--- src/pkg/fdc_pins_pkg.sv ---
// constants for the floppy drive pin interface block
package fdc_pins_pkg;
   // register byte offsets on the APB bus
   localparam logic [7:0] OFS_DOUT = 8'h00;
   localparam logic [7:0] OFS_CTRL = 8'h04;
   localparam logic [7:0] OFS_STEP = 8'h08;
   localparam logic [7:0] OFS_WDAT = 8'h0C;
   localparam logic [7:0] OFS_STAT = 8'h10;
   localparam logic [7:0] OFS_DIN = 8'h14;
   localparam logic [7:0] OFS_FLUX = 8'h18;
   // digital output register fields
   localparam int DOUT_MOTOR_LSB = 0;
   localparam int DOUT_UNIT_LSB = 4;
   localparam int DOUT_DMAEN_BIT = 6;
   localparam logic [7:0] DOUT_RESET = 8'h00;
   // control register fields
   localparam int CTRL_RATE_LSB = 0;
   localparam int CTRL_ALT_BIT = 2;
   localparam int CTRL_SIDE_BIT = 3;
   localparam int CTRL_WGATE_BIT = 4;
   localparam logic [7:0] CTRL_RESET = 8'h00;
   // step register fields: count in 7:0, outward direction in bit 8
   localparam int STEP_DIR_BIT = 8;
   // status register fields
   localparam int ST_WPROT = 0;
   localparam int ST_TRK0 = 1;
   localparam int ST_INDEX = 2;
   localparam int ST_TWO = 3;
   localparam int ST_COMPAT = 4;
   localparam int ST_STEPBSY = 5;
   localparam int ST_WRBSY = 6;
   localparam int ST_WDEMPTY = 7;
   localparam int DIN_CHANGE_BIT = 7;
   // source edges per bit cell
   localparam logic [7:0] CRYSTAL_OSC_DRIVE_DIV_500K = 8'h20;
   localparam logic [7:0] CRYSTAL_OSC_DRIVE_DIV_250K = 8'h40;
   localparam logic [7:0] CRYSTAL_OSC_DRIVE_DIV_125K = 8'h80;
   localparam logic [7:0] ALT_DIV = 8'h20;
   // timing
   localparam int CLK_MHZ = 200;
   localparam int STEP_PULSE_NS = 1000;
   localparam int STEP_RATE_US = 3000;
   localparam int WPULSE_NS = 100;
   localparam int STEP_PULSE_CYC = (STEP_PULSE_NS * CLK_MHZ + 999) / 1000;
   localparam int STEP_RATE_CYC = STEP_RATE_US * CLK_MHZ;
   localparam int WPULSE_CYC = (WPULSE_NS * CLK_MHZ + 999) / 1000;
   typedef enum logic [2:0] {
      S_IDLE = 3'b001,
      S_PULSE = 3'b010,
      S_GAP = 3'b100
   } step_state_e;
   typedef enum logic [2:0] {
      W_IDLE = 3'b001,
      W_LEAD = 3'b010,
      W_SHIFT = 3'b100
   } wr_state_e;
endpackage

--- src/rtl/fdc_drive_pins.sv ---
// drive-side pin logic with APB register access
`timescale 1ns/100ps
module fdc_drive_pins
   import fdc_pins_pkg::*;
#(
   parameter int STEP_RATE_CYCLES = STEP_RATE_CYC
) (
   input wire logic clock,
   input wire logic rst,
   input wire logic psel,
   input wire logic penable,
   input wire logic pwrite,
   input wire logic [7:0] paddr,
   input wire logic [31:0] pwdata,
   output logic [31:0] prdata,
   output logic pready,
   output logic pslverr,
   input wire logic alt_rate_clock,
   input wire logic crystal_osc_in,
   output logic crystal_osc_drive,
   input wire logic host_compat_select,
   input wire logic drive_class_select,
   input wire logic disk_read_pulses_n,
   input wire logic media_changed_n,
   input wire logic write_protect_n,
   input wire logic outer_track_n,
   input wire logic index_mark_n,
   input wire logic second_unit_present_n,
   output logic spindle_on0_n,
   output logic spindle_on1_n,
   output logic spindle_on2_n,
   output logic unit_select0_n,
   output logic unit_select1_n,
   output logic unit_select2_n,
   output logic side_select_n,
   output logic write_gate_n,
   output logic write_pulses_n,
   output logic step_pulse_n,
   output logic step_dir_n,
   output logic density_select_n,
   output logic dma_qualify
);
   // synchronisers: stage a feeds only stage b
   logic [7:0] syncA_ff;
   logic [7:0] syncB_ff;
   logic [1:0] histB_ff;
   logic [7:0] dout_ff;
   logic [7:0] ctrl_ff;
   logic [7:0] wdat_ff;
   logic wdFull_ff;
   logic [15:0] flux_ff;
   logic [7:0] srcDiv_ff;
   logic bitTick_ff;
   step_state_e stepSt_ff;
   logic [7:0] stepLeft_ff;
   logic stepDir_ff;
   logic [31:0] stepCnt_ff;
   wr_state_e wrSt_ff;
   logic [7:0] shift_ff;
   logic [3:0] bitsLeft_ff;
   logic [7:0] wpCnt_ff;
   logic [31:0] nxt_prdata;

   wire logic setup = psel & ~penable;
   wire logic access = psel & penable;
   wire logic wrAcc = access & pwrite;
   wire logic hitDout = paddr == OFS_DOUT;
   wire logic hitCtrl = paddr == OFS_CTRL;
   wire logic hitStep = paddr == OFS_STEP;
   wire logic hitWdat = paddr == OFS_WDAT;
   wire logic hitStat = paddr == OFS_STAT;
   wire logic hitDin = paddr == OFS_DIN;
   wire logic hitFlux = paddr == OFS_FLUX;
   wire logic mapped = hitDout | hitCtrl | hitStep | hitWdat | hitStat | hitDin | hitFlux;

   wire logic [1:0] rate = ctrl_ff[CTRL_RATE_LSB +: 2];
   wire logic altSel = ctrl_ff[CTRL_ALT_BIT];
   wire logic [2:0] motor = dout_ff[DOUT_MOTOR_LSB +: 3];
   wire logic [1:0] unit = dout_ff[DOUT_UNIT_LSB +: 2];

   // synced inputs
   wire logic sCrystal = syncB_ff[0];
   wire logic sAlt = syncB_ff[1];
   wire logic sRead = syncB_ff[2];
   wire logic sChange = syncB_ff[3];
   wire logic sWprot = syncB_ff[4];
   wire logic sTrk0 = syncB_ff[5];
   wire logic sIndex = syncB_ff[6];
   wire logic sTwo = syncB_ff[7];

   // timing source: crystal unless software picks the alternate clock
   wire logic srcLevel = altSel ? sAlt : sCrystal;
   wire logic srcRise = srcLevel & ~histB_ff[0];
   wire logic readFall = histB_ff[1] & ~sRead;

   function automatic logic [7:0] cell_div(input logic alt, input logic [1:0] code);
      logic [7:0] d;
      d = CRYSTAL_OSC_DRIVE_DIV_500K;
      if (alt) begin
         d = ALT_DIV;
      end else begin
         case (code)
            2'h0: d = CRYSTAL_OSC_DRIVE_DIV_500K;
            2'h2: d = CRYSTAL_OSC_DRIVE_DIV_250K;
            2'h3: d = CRYSTAL_OSC_DRIVE_DIV_125K;
            default: d = CRYSTAL_OSC_DRIVE_DIV_250K;
         endcase
      end
      return d;
   endfunction

   wire logic [7:0] cellDiv = cell_div(altSel, rate);

   // write data path
   wire logic wdatWrite = wrAcc & hitWdat;
   wire logic gateOn = ctrl_ff[CTRL_WGATE_BIT];
   wire logic loadByte = bitTick_ff & wdFull_ff & (bitsLeft_ff == 4'h0);
   wire logic bitOne = shift_ff[7];
   wire logic stepWrite = wrAcc & hitStep;

   always_ff @(posedge clock) begin
      if (rst) begin
         syncA_ff <= 8'hFF;
         syncB_ff <= 8'hFF;
         histB_ff <= 2'h3;
      end else begin
         syncA_ff <= {second_unit_present_n, index_mark_n, outer_track_n, write_protect_n,
                      media_changed_n, disk_read_pulses_n, alt_rate_clock,
                      crystal_osc_in};
         syncB_ff <= syncA_ff;
         histB_ff <= {sRead, srcLevel};
      end
   end

   // register writes
   always_ff @(posedge clock) begin
      if (rst) begin
         dout_ff <= DOUT_RESET;
         ctrl_ff <= CTRL_RESET;
      end else begin
         if (wrAcc & hitDout) begin
            dout_ff <= pwdata[7:0];
         end
         if (wrAcc & hitCtrl) begin
            ctrl_ff <= pwdata[7:0];
         end
      end
   end

   // flux counter
   always_ff @(posedge clock) begin
      if (rst) begin
         flux_ff <= 16'h0000;
      end else if (setup & ~pwrite & hitFlux) begin
         // cleared as its value is captured, so no edge is lost between capture and clear
         flux_ff <= {15'h0000, readFall};
      end else if (readFall) begin
         flux_ff <= flux_ff + 16'h0001;
      end
   end

   // bit cell tick from the selected source
   always_ff @(posedge clock) begin
      if (rst) begin
         srcDiv_ff <= 8'h00;
         bitTick_ff <= 1'b0;
      end else begin
         bitTick_ff <= 1'b0;
         if (srcRise) begin
            if (srcDiv_ff >= cellDiv - 8'h01) begin
               srcDiv_ff <= 8'h00;
               bitTick_ff <= 1'b1;
            end else begin
               srcDiv_ff <= srcDiv_ff + 8'h01;
            end
         end
      end
   end

   // step sequencer
   always_ff @(posedge clock) begin
      if (rst) begin
         stepSt_ff <= S_IDLE;
         stepLeft_ff <= 8'h00;
         stepDir_ff <= 1'b0;
         stepCnt_ff <= 32'h0;
      end else begin
         case (stepSt_ff)
            S_IDLE: begin
               if (stepWrite && pwdata[7:0] != 8'h00) begin
                  stepLeft_ff <= pwdata[7:0];
                  stepDir_ff <= pwdata[STEP_DIR_BIT];
                  stepCnt_ff <= 32'h0;
                  stepSt_ff <= S_PULSE;
               end
            end
            S_PULSE: begin
               if (stepCnt_ff >= 32'(STEP_PULSE_CYC - 1)) begin
                  stepCnt_ff <= 32'h0;
                  stepLeft_ff <= stepLeft_ff - 8'h01;
                  stepSt_ff <= S_GAP;
               end else begin
                  stepCnt_ff <= stepCnt_ff + 32'h1;
               end
            end
            S_GAP: begin
               if (stepCnt_ff >= 32'(STEP_RATE_CYCLES - STEP_PULSE_CYC - 1)) begin
                  stepCnt_ff <= 32'h0;
                  stepSt_ff <= (stepLeft_ff == 8'h00) ? S_IDLE : S_PULSE;
               end else begin
                  stepCnt_ff <= stepCnt_ff + 32'h1;
               end
            end
            default: stepSt_ff <= S_IDLE;
         endcase
      end
   end

   // write serialiser
   always_ff @(posedge clock) begin
      if (rst) begin
         wrSt_ff <= W_IDLE;
         wdat_ff <= 8'h00;
         wdFull_ff <= 1'b0;
         shift_ff <= 8'h00;
         bitsLeft_ff <= 4'h0;
         wpCnt_ff <= 8'h00;
      end else begin
         if (wdatWrite & ~wdFull_ff) begin
            wdat_ff <= pwdata[7:0];
            wdFull_ff <= 1'b1;
         end else if (loadByte & (wrSt_ff == W_SHIFT)) begin
            wdFull_ff <= 1'b0;
         end
         if (wpCnt_ff != 8'h00) begin
            wpCnt_ff <= wpCnt_ff - 8'h01;
         end
         case (wrSt_ff)
            W_IDLE: begin
               bitsLeft_ff <= 4'h0;
               if (gateOn & wdFull_ff) begin
                  wrSt_ff <= W_LEAD;
               end
            end
            W_LEAD: begin
               if (~gateOn) begin
                  wrSt_ff <= W_IDLE;
               end else if (bitTick_ff) begin
                  wrSt_ff <= W_SHIFT;
               end
            end
            W_SHIFT: begin
               if (~gateOn) begin
                  wrSt_ff <= W_IDLE;
               end else if (bitTick_ff) begin
                  if (bitsLeft_ff != 4'h0) begin
                     if (bitOne) begin
                        wpCnt_ff <= 8'(WPULSE_CYC);
                     end
                     shift_ff <= {shift_ff[6:0], 1'b0};
                     bitsLeft_ff <= bitsLeft_ff - 4'h1;
                  end else if (wdFull_ff) begin
                     shift_ff <= wdat_ff;
                     bitsLeft_ff <= 4'h8;
                  end
               end
            end
            default: wrSt_ff <= W_IDLE;
         endcase
      end
   end

   // read mux
   always_comb begin
      nxt_prdata = 32'h0;
      if (hitDout) begin
         nxt_prdata[7:0] = dout_ff;
      end else if (hitCtrl) begin
         nxt_prdata[7:0] = ctrl_ff;
      end else if (hitStep) begin
         nxt_prdata[7:0] = stepLeft_ff;
         nxt_prdata[STEP_DIR_BIT] = stepDir_ff;
      end else if (hitWdat) begin
         nxt_prdata[7:0] = wdat_ff;
      end else if (hitStat) begin
         nxt_prdata[ST_WPROT] = ~sWprot;
         nxt_prdata[ST_TRK0] = ~sTrk0;
         nxt_prdata[ST_INDEX] = ~sIndex;
         nxt_prdata[ST_TWO] = ~sTwo;
         nxt_prdata[ST_COMPAT] = host_compat_select;
         nxt_prdata[ST_STEPBSY] = stepSt_ff != S_IDLE;
         nxt_prdata[ST_WRBSY] = wrSt_ff != W_IDLE;
         nxt_prdata[ST_WDEMPTY] = ~wdFull_ff;
      end else if (hitDin) begin
         nxt_prdata[DIN_CHANGE_BIT] = ~sChange;
      end else if (hitFlux) begin
         nxt_prdata[15:0] = flux_ff;
      end
   end

   always_ff @(posedge clock) begin
      if (rst) begin
         prdata <= 32'h0;
      end else if (setup & ~pwrite) begin
         prdata <= nxt_prdata;
      end
   end

   assign pready = 1'b1;
   assign pslverr = access & ~mapped;

   // drive pins
   assign crystal_osc_drive = ~crystal_osc_in;
   assign spindle_on0_n = ~motor[0];
   assign spindle_on1_n = ~motor[1];
   assign spindle_on2_n = ~motor[2];
   assign unit_select0_n = ~(motor[0] & (unit == 2'h0));
   assign unit_select1_n = ~(motor[1] & (unit == 2'h1));
   assign unit_select2_n = ~(motor[2] & (unit == 2'h2));
   assign side_select_n = ~ctrl_ff[CTRL_SIDE_BIT];
   assign write_gate_n = (wrSt_ff == W_IDLE);
   assign write_pulses_n = (wpCnt_ff == 8'h00);
   assign step_pulse_n = (stepSt_ff != S_PULSE);
   assign step_dir_n = stepDir_ff;
   assign density_select_n = drive_class_select ? rate[1] : ~rate[0];
   assign dma_qualify = host_compat_select ? dout_ff[DOUT_DMAEN_BIT] : 1'b1;
endmodule

--- config.mk ---
export PLATFORM = sky130hd
export DESIGN_NAME = fdc_drive_pins
export DESIGN_NICKNAME = d
export VERILOG_FILES = /design/src/pkg/fdc_pins_pkg.sv /design/src/rtl/fdc_drive_pins.sv
export SDC_FILE = /design/constraint.sdc
export NUM_CORES = 1
export LEC_CHECK = 0
export BUFFER_PORTS_ARGS = -buffer_cell sky130_fd_sc_hd__buf_2
export CAP_MARGIN = 20
export CORE_MARGIN = 10
export CORE_UTILIZATION = 50
export CTS_CLUSTER_DIAMETER = 80
export DETAILED_ROUTE_END_ITERATION = 8
export HOLD_SLACK_MARGIN = 0.03
export PLACE_DENSITY = 0.81
export SYNTH_ARGS = -nofsm -noshare
export SYNTH_HDL_FRONTEND = slang
export SYNTH_SLANG_ARGS = --single-unit
--- constraint.sdc ---
create_clock -name clock -period 2 [get_ports clock]
set_input_delay 0.6 -clock clock [delete_from_list [all_inputs] [get_ports clock]]
set_output_delay 0.6 -clock clock [all_outputs]
set_load 0.1 [all_outputs]
## After elaboration in Yosys (flattened, before gate mapping)

Cells that the tools add are included.

| storage, ports and cells | value |
|---|---|
| register bits | 151 |
| latch bits | 0 |
| bits in writable memories | 0 |
| bits in read-only memories | 0 |
| input port bits | 55 |
| output and inout port bits | 48 |
| word-level logic and storage cells | 184 |
| memories | 0 |

| cells by class | value |
|---|---|
| add/subtract/negate cells | 7 |
| $mul | 0 |
| divide/modulo/power cells | 0 |
| $lt $le $gt $ge | 3 |
| equal/unequal tests | 27 |
| shifts and indexed selects | 0 |
| muxes and demuxes | 55 |
| bitwise logic cells | 47 |
| reductions and logical operators | 25 |

Operators with widths:

| operator | count |
|---|---|
| 2-to-1 mux 8 bit | 21 |
| 2-to-1 mux 32 bit | 3 |
| case mux 32 bit (3 select lines) | 1 |
| adder 32 x 1 -> 32 bit (second input constant) | 1 |
| >= comparator 32 x 20 -> 1 bit (second input constant) | 1 |
| >= comparator 32 x 8 -> 1 bit (second input constant) | 1 |
| case mux 8 bit (2 select lines) | 2 |
| equality test 8 x 5 -> 1 bit (second input constant) | 3 |
| logical NOT 8 bit | 3 |
| subtractor 8 x 1 -> 8 bit (second input constant) | 3 |
| 2-to-1 mux 3 bit | 7 |
| inverter 1 bit | 21 |
| AND 1 bit | 20 |
| case mux 3 bit (3 select lines) | 2 |
| adder 16 x 1 -> 16 bit (second input constant) | 1 |
| equality test 8 x 4 -> 1 bit (second input constant) | 2 |
| 2-to-1 mux 16 bit | 1 |
| 2-to-1 mux 4 bit | 4 |
| nonzero test 8 bit | 2 |
| 2-to-1 mux 7 bit | 2 |
| != test 2 bit (second input constant) | 6 |
| nonzero test 2 bit | 5 |
| 2-to-1 mux 1 bit | 9 |
| 2-to-1 mux 9 bit | 1 |
| 25 further kinds | 42 |

## Longest topological paths before layout

Gate-level depths: netlist of run 1.

| depth | value |
|---|---|
| word-level depth | 9 |
| depth in mapped cells | 9 |
| mapped depth without buffers | 9 |

## Worst setup path after synthesis of run 1

Ideal clock, no wire load.

| timing | value |
|---|---|
| path type | reg2reg |
| from | register wrSt_ff[0] |
| to | register bitsLeft_ff[1] |
| library setup time | 0.070 ns |
| arrival | 3.664 ns |
| data required time | 1.930 ns |
| slack | -1.735 ns |
| cell stages (with the launch flop) | 5 |
| buffers on the path | 0 |
| clock period less this slack | 3.735 ns |
| cell sequence | dfxtp_1 > nor3b_1 > and2b_4 > or3_1 > a21oi_1 |

| between the ends | value |
|---|---|
| word-level cells in the longest chain between the ends | 3 |
| elaborated cells between the ends (all ways) | 8 |
| those cells by class | eq/ne (5); mux (1); reduce/logical (2) |

RTL lines:

| what | line | text |
|---|---|---|
| start: declaration | fdc_drive_pins.sv:58 | `wr_state_e wrSt_ff;` |
| start signal: assignment | fdc_drive_pins.sv:222 | `wrSt_ff <= W_IDLE;` |
| start signal: assignment | fdc_drive_pins.sv:242 | `wrSt_ff <= W_LEAD;` |
| start signal: assignment | fdc_drive_pins.sv:247 | `wrSt_ff <= W_IDLE;` |
| equality test 3 x 1 -> 1 bit * | -- |  |
| via write_gate_n | fdc_drive_pins.sv:36 | `output logic write_gate_n,` |
| nonzero test 2 bit (no source line) | -- |  |
| AND reduction 4 bit (no source line) | -- |  |
| end signal: assignment | fdc_drive_pins.sv:261 | `bitsLeft_ff <= bitsLeft_ff - 4'h1;` |
| end: declaration | fdc_drive_pins.sv:60 | `logic [3:0] bitsLeft_ff;` |

Mark *: on every way through the listed nets, which the timed path passes. The rest lies on a longest branch.
A chain may end at the register's enable or synchronous reset.

## Worst setup path after layout of run 1

| timing | value |
|---|---|
| from | register wpCnt_ff[4] |
| to | output port write_pulses_n |

| between the ends | value |
|---|---|
| word-level cells in the longest chain between the ends | 1 |

RTL lines:

| what | line | text |
|---|---|---|
| start: declaration | fdc_drive_pins.sv:61 | `logic [7:0] wpCnt_ff;` |
| start signal: assignment | fdc_drive_pins.sv:236 | `wpCnt_ff <= wpCnt_ff - 8'h01;` |
| start signal: assignment | fdc_drive_pins.sv:258 | `wpCnt_ff <= 8'(WPULSE_CYC);` |
| logical NOT 8 bit | fdc_drive_pins.sv:322 | `assign write_pulses_n = (wpCnt_ff == 8'h00);` |
| end: declaration | fdc_drive_pins.sv:37 | `output logic write_pulses_n,` |

No other way between the ends.

==> metrics.txt, run 1 <==
status=finished, violations left; violated checks=negative setup slack; half-perimeter wire length after detailed placement=around 15 mm; multi-input gate area in the final layout=0.004303 sq mm; async set-or-reset flop fraction in the synthesized netlist=0%; final critical delay including setup and external delays=2110 ps; slew of the pin with the lowest slew margin=between 600 and 700 ps; logic depth of the worst register-to-register path=7; number of max-slew violations in the final report=0; routability-driven placement congestion ratio=between 0.9 and 1; RSZ-0062 raised after global routing=true; number of standard cells after synthesis=~860; number of register bits inferred by synthesis=151; maximum clock skew at final layout=5.185 ps; Die Footprint=0.02016 sq mm; crit path max fanout=2; data required time of the critical path=1400 ps; global route overflow=0; largest registers=stepCnt_ff x32, flux_ff x16, prdata x16; hold slack final=354.0 ps; number of remaining DRC errors=0; TritonCTS Buffers=17; Final Hold Viols=0; power per unit of standard cell area=~800 mW/mm^2; initial standard-cell utilization of the core=about half; peak supply drop=0.0007076 V; first-pass iteration count of the detailed router=6; mean routed wirelength per cell=17.26 um; clock tree sinks=151; DR vias=6980; post-synthesis compound-gate area fraction=13.97%; Final Setup Violations=1; pin count of the biggest net entering global routing=47; number of standard-cell rows in the floorplan=44; sequential cell area fraction in the yosys report=40.62%; path type of the worst setup path=flip-flop to output pin; max_slew headroom=59.41%; Adder-Cell Fraction of Synth Area=2.186%; Worst Path Arrival=1510 ps; kind of launch point of the worst setup path=flip-flop; FF/Latch Area=0.003039 sq mm; clock transition at the register clock pins on the worst setup and hold paths after CTS=approximately 60 ps; final WL=20.71 mm; height of the die=142 um; biggest cell delay along the critical path=350 ps; count of input and output buffers=62; register with the most flip-flops=stepCnt_ff; number of distinct standard cells referenced by the synthesized netlist=80; dominant register cell in the synthesized netlist=sky130_fd_sc_hd__dfxtp_1; die boundary width=142 um; Critical Path Sink Type=output pin; static leakage power=0.003817 uW; CTS Root Cell=sky130_fd_sc_hd__clkbuf_16; reported max-cap violation count=0; fin nets=between 1000 and 1500; area share of xor/xnor cells in the synthesized design=4.001%; post-route ant nets=0; area of the mapped netlist=0.007442 sq mm; Global Route Usage Sum=20.05%; total I/O pin count=103; first-pass GRT wire length=33.21 mm; insertion delay of the later-clocked pin in the worst-skew pair=430 ps; post-synthesis share of cell area spent on and, or, nand and nor gates=27.49%; final instance count without filler cells=1200; Post-Place Cells=approximately 1200; dominant delay contributor by cell family on the critical path=simple AND/OR/NAND/NOR gates; number of warnings issued by yosys=0; cells along the critical path=nor4_4 -> nand3_2 -> clkinvlp_4 -> buf_12; Tightest Hold Check Type=input pin to flip-flop; maximum buffer depth of the clock tree=2; core area=~0.015 sq mm; flip-flop count of the largest register after layout=32; worst setup slack after placement=-284.8 ps; via count of the first global-routing pass=between 6000 and 7000; fill count=1172; Achievable Freq=~470 MHz; antenna violations before repair=2; buffer and inverter count on the worst path=2; quantity of hold-fixing buffers added after cts=0; H-tree levels=4; number of enable flip-flop cells after synthesis=0; main combinational cell family by area after synthesis=simple AND/OR/NAND/NOR gates; fin worst setup slack=-109.5 ps; depth of the critical timing path with buffers and inverters included=4; Mapped Avg Cell Area=between 8 and 9 sq um; CTS tree=done; Iteration-0 DRC Markers=584; via/cell ratio=5.817; Min-Delay Path Depth=2; portion of netlist area occupied by mux cells=about 5.7%; crit share post-route=105.5%; area growth from synthesis to layout=28.55%; CP max stage cell=sky130_fd_sc_hd__dfxtp_4; ratio of cells with drive above 1 in the final layout=27.88%
-- power by group --
part / internal, uW / switching (uW) / leakage (uW)
Combinational: 486 / 826 / 0.00230
Clock: 1860 / 1240 / 0.000286
Sequential: 3120 / 93.3 / 0.00123
Total: 5460 / 2160 / 0.00382
-- what timing repair did --
| item | 4_1_cts | 5_1_grt |
|---|---|---|
| resized for setup | 31 | 42 |
| buffers inserted | 6 | 2 |
| gates cloned | 1 | 0 |
| setup endpoints to repair | 39 | 54 |
| pin swaps | 8 | 9 |
-- synth_stat cells, drive strengths merged, types with 3 or more instances --
master / instances / share of area, %
a2111oi: 3 / 0.44
a211oi: 6 / 0.84
a21oi: 38 / 2.6
a221o: 3 / 0.40
a221oi: 6 / 0.71
a22oi: 8 / 0.81
a31oi: 8 / 0.67
a32oi: 4 / 0.47
and2: 17 / 1.4
and3: 8 / 0.67
and4: 6 / 0.71
buf: 40 / 3.5
clkbuf: 22 / 1.1
dfxtp: 151 / 41
ha: 13 / 2.2
inv: 26 / 1.3
mux2: 3 / 0.45
mux2i: 39 / 5.2
nand2: 55 / 2.8
nand2b: 12 / 1.0
nand3: 39 / 2.6
nand3b: 6 / 0.61
nand4: 19 / 1.7
nor2: 119 / 6.0
nor2b: 10 / 0.84
nor3: 24 / 1.9
nor3b: 5 / 0.57
nor4: 19 / 1.8
o2111ai: 3 / 0.44
o211ai: 6 / 0.67
o21a: 4 / 0.40
o21ai: 26 / 1.7
o221ai: 5 / 0.67
o22a: 3 / 0.35
o22ai: 4 / 0.34
o32ai: 5 / 0.59
or2: 18 / 1.5
or3: 15 / 1.3
or3b: 3 / 0.35
or4: 4 / 0.45
xnor2: 16 / 1.9
xor2: 18 / 2.1
-- cells by family after synthesis --
family	count (synthesis)
AOI/OAI and AO/OA	148
xor gates and xnor gates	34
adders and majority gates	13
buffers and inverters	88
DFF	151
muxes	42
other	2
and+or+nand+nor	386
-- cells in the final DEF, fill, tap and decap left out, types with 21 or more instances in the layout --
cell type | netlist | layout
sky130_fd_sc_hd__mux2i_1 | 39 | 39
sky130_fd_sc_hd__nand3_1 | 39 | 37
sky130_fd_sc_hd__dfxtp_1 | 151 | 140
sky130_fd_sc_hd__nor3_1 | 22 | 21
sky130_fd_sc_hd__buf_4 | 21 | 91
sky130_fd_sc_hd__nand2_1 | 54 | 52
sky130_fd_sc_hd__a21oi_1 | 38 | 38
sky130_fd_sc_hd__inv_1 | 26 | 24
sky130_fd_sc_hd__nor2_1 | 118 | 115
sky130_fd_sc_hd__buf_2 | 14 | 51
-- cell type report --
| class | instances | area share, % |
|---|---|---|
| Tap cell | 184 | 2.406 |
| Timing Repair Buffer | 166 | 13.78 |
| Clock buffer | 19 | 4.630 |
| Multi-Input combinational cell | 640 | 44.98 |
| Antenna cell | 1 | 0.02616 |
| Inverter | 26 | 1.059 |
| Sequential cell | 151 | 31.77 |
| Clock inverter | 13 | 1.347 |
-- layer usage --
layer | global-route usage [%] | share of wire, % | wire length, um | up-vias
li1 | - | - | - | 3336
met2 | 33.96 | 50 | 10390 | 264
met4 | 8.069 | 3.0 | 631 | 2
met3 | 5.240 | 6.8 | 1412 | 73
met1 | 23.57 | 40 | 8260 | 3305
met5 | 0 | 0.063 | 13 | -
-- worst paths after layout --
| kind | startpoint | endpoint | slack (ps) |
|---|---|---|---|
| worst min register to register | syncA_ff[4]$_SDFF_PP1_ | syncB_ff[4]$_SDFF_PP1_ | 400 |
| worst min-delay path | disk_read_pulses_n | syncA_ff[2]$_SDFF_PP1_ | 350 |
| worst max-delay path | wpCnt_ff[4]$_SDFF_PP0_ | write_pulses_n | -110 |
| worst max register to register | stepCnt_ff[11]$_SDFFE_PP0P_ | stepCnt_ff[16]$_SDFFE_PP0P_ | 30 |
-- stage by stage --
step / TNS [ps] / area, sq um / power [uW] / utilization [%]
finish: -109.5 / 9567 / 7622 / 65.82
global route: -3277 / 9564 / 7897 / 65.81
CTS: -113.6 / 9393 / 7648 / 64.63
detailed placement: -9729 / 8648 / 4466 / 59.50
global placement: -10510 / 8648 / 4435 / 59.50
floorplan: -282.7 / 7654 / 4145 / -
(Power assumes the default switching activity.)
==> run 2: changes to the inputs <==
- CAP_MARGIN: 20 -> 10
- CORE_UTILIZATION: 50 -> 45
- GPL_TIMING_DRIVEN: default -> 0
- PLACE_DENSITY: 0.81 -> 0.74
==> run 2 against run 1 <==
- the flow still finishes with violations (negative setup slack)
- global-route usage fell by 1.3 points
- clock power is essentially flat
- combinational power about the same
- non-clock buffer count fell by 17
- register-to-register slack worse by 90 ps
- sequential cell count did not move
- critical endpoint unchanged
- largest cell class unchanged
==> metrics.txt, run 2 (same netlist as run 1, synthesis figures left out) <==
status=finished, violations left (unchanged); violated checks=negative setup slack (unchanged); biggest cell delay along the critical path=350 ps (about the same); clock tree sinks=151 (unchanged); routability-driven placement congestion ratio=0.9540 (was 0.9514); post-route ant nets=0 (unchanged); Tightest Hold Check Type=input pin to flip-flop (unchanged); pin count of the biggest net entering global routing=17 (was 47); dominant delay contributor by cell family on the critical path=simple AND/OR/NAND/NOR gates (unchanged); register with the most flip-flops=stepCnt_ff (unchanged); CTS tree=done (unchanged); number of remaining DRC errors=0 (unchanged); leading cell type in the layout, fill and taps excluded=sky130_fd_sc_hd__dfxtp_1 (unchanged); total I/O pin count=103 (unchanged); insertion delay of the later-clocked pin in the worst-skew pair=430 ps (about the same); quantity of hold-fixing buffers added after cts=0 (unchanged); via count of the first global-routing pass=6463 (was 6656); half-perimeter wire length after detailed placement=14.66 mm (was 14.86 mm); first-pass iteration count of the detailed router=6 (unchanged); data required time of the critical path=1400 ps (about the same); DR vias=6844 (was 6980); mean routed wirelength per cell=17.53 um (was 17.26 um); Final Setup Violations=7 (was 1); number of max-slew violations in the final report=0 (unchanged); via/cell ratio=5.638 (was 5.817); final critical delay including setup and external delays=2121 ps (was 2110 ps); Final Hold Viols=0 (unchanged); area growth from synthesis to layout=26.77% (was 28.55%); ratio of cells with drive above 1 in the final layout=26.45% (was 27.88%); first-pass GRT wire length=33.31 mm (was 33.21 mm); height of the die=148.6 um (was 142 um); Antenna Cells=0 (was 1); final core utilization=58.75% (was 65.82%); kind of launch point of the worst setup path=flip-flop (unchanged); reported max-cap violation count=0 (unchanged); core area=0.01606 sq mm (was 0.01453 sq mm); buffer and inverter count on the worst path=2 (unchanged); Critical Path Sink Type=output pin (unchanged); initial standard-cell utilization of the core=46.35% (was 51.21%); fin worst setup slack=-121.1 ps (was -109.5 ps); path type of the worst setup path=flip-flop to output pin (unchanged); worst setup slack after placement=-564.1 ps (was -284.8 ps); max_slew headroom=52.20% (was 59.41%); CTS Root Cell=sky130_fd_sc_hd__clkbuf_16 (unchanged); maximum buffer depth of the clock tree=2 (unchanged); fin nets=1053 (was 1070); CP max stage cell=sky130_fd_sc_hd__dfxtp_2 (was sky130_fd_sc_hd__dfxtp_4); final WL=21.28 mm (was 20.71 mm); flip-flop count of the largest register after layout=32 (unchanged); most used cells in the layout excluding fill and tap cells=sky130_fd_sc_hd__dfxtp_1 (134), sky130_fd_sc_hd__nor2_1 (111), sky130_fd_sc_hd__buf_2 (60), sky130_fd_sc_hd__buf_4 (54), sky130_fd_sc_hd__nand2_1 (53) (was sky130_fd_sc_hd__dfxtp_1 (140), sky130_fd_sc_hd__nor2_1 (115), sky130_fd_sc_hd__buf_4 (91), sky130_fd_sc_hd__nand2_1 (52), sky130_fd_sc_hd__buf_2 (51)); crit share post-route=106.1% (was 105.5%); RSZ-0062 raised after global routing=true (unchanged); static leakage power=0.003689 uW (was 0.003817 uW); clock transition at the register clock pins on the worst setup and hold paths after CTS=60 ps (about the same); Iteration-0 DRC Markers=632 (was 584); logic depth of the worst register-to-register path=8 (was 7); number of standard-cell rows in the floorplan=46 (was 44); maximum clock skew at final layout=7.552 ps (was 5.185 ps); slew of the pin with the lowest slew margin=717.0 ps (was 603.3 ps); depth of the critical timing path with buffers and inverters included=4 (unchanged); global route overflow=0 (unchanged); power per unit of standard cell area=808.3 mW/mm^2 (was 796.7 mW/mm^2); Achievable Freq=471.5 MHz (was 474.0 MHz); TritonCTS Buffers=17 (unchanged); peak supply drop=0.0006896 V (was 0.0007076 V); Min-Delay Path Depth=2 (unchanged); count of input and output buffers=60 (was 62); crit path max fanout=4 (was 2); Global Route Usage Sum=18.71% (was 20.05%); Worst Path Arrival=1520 ps (was 1510 ps); Die Footprint=0.02208 sq mm (was 0.02016 sq mm); antenna violations before repair=0 (was 2); largest registers=stepCnt_ff x32, flux_ff x16, prdata x16 (unchanged); die boundary width=148.6 um (was 142 um); cells along the critical path=nor4_4 -> nand3_2 -> clkinvlp_4 -> buf_12 (unchanged); H-tree levels=4 (unchanged)
-- run 2: cell count changes in the layout (fill, tap and decap cells not counted), moves of 4 or more --
cell	change
sky130_fd_sc_hd__buf_2	+9
sky130_fd_sc_hd__o21ai_2	-4
sky130_fd_sc_hd__dfxtp_1	-6
sky130_fd_sc_hd__o21ai_0	+5
sky130_fd_sc_hd__buf_4	-37
sky130_fd_sc_hd__dfxtp_4	+4
sky130_fd_sc_hd__clkbuf_16	+4
sky130_fd_sc_hd__nor2_1	-4
sky130_fd_sc_hd__buf_12	-8
sky130_fd_sc_hd__clkbuf_1	+14
-- run 2: where the power goes --
part / switching, uW / leakage, uW / internal, uW
Combinational: 821 / 0.00217 / 464
Sequential: 98.5 / 0.00123 / 3110
Clock: 1270 / 0.000284 / 1870
Total: 2190 / 0.00369 / 5440
-- run 2: per-stage QoR --
step / hold WS, ps / setup TNS, ps / cell area (sq um) / power (uW) / std cells
finish: 357.2 / -281.0 / 9434 / 7626 / 1214
global route: 349.6 / -1445 / 9434 / 7896 / 1214
CTS: 342.7 / -139.1 / 9198 / 7637 / 1203
detailed placement: 393.4 / -35220 / 8224 / 4357 / 1155
global placement: 393.2 / -33180 / 8224 / 4350 / 1155
floorplan: 389.5 / -282.7 / 7654 / 4145 / 879
-- run 2: timing repair --
item,CTS,global route
pin swaps,12,15
resized for setup,72,36
setup endpoints to repair,84,75
setup buffers,18,13
gates cloned,0,1
-- run 2: per-layer routing --
layer / wire (um) / track usage, % / part of all wire (%) / vias to the layer above
li1: - / - / - / 3296
met1: 8980 / 22.57 / 42 / 3241
met2: 10140 / 30.61 / 48 / 255
met3: 1502 / 5.067 / 7.1 / 52
met4: 659 / 8.028 / 3.1 / 0
met5: 0 / 0 / 0 / -
-- run 2: final timing paths --
path / start / to / slack [ps]
worst max register to register: stepCnt_ff[2]$_SDFFE_PP0P_ / stepSt_ff[0]$_SDFFE_PP1P_ / -60
worst max-delay path: wpCnt_ff[4]$_SDFF_PP0_ / write_pulses_n / -120
worst min-delay path: write_protect_n / syncA_ff[4]$_SDFF_PP1_ / 360
worst min register to register: syncA_ff[5]$_SDFF_PP1_ / syncB_ff[5]$_SDFF_PP1_ / 410
-- run 2: final cells by class --
cell class,count,area [sq um]
clock inverters,12,127.6
fillers,1389,6624
well taps,216,270.3
multi-input cells,640,4330
flip-flops and latches,151,3057
plain buffers,57,450.4
inverters,26,101.3
clock buffers,20,446.7
repair buffers,92,650.6
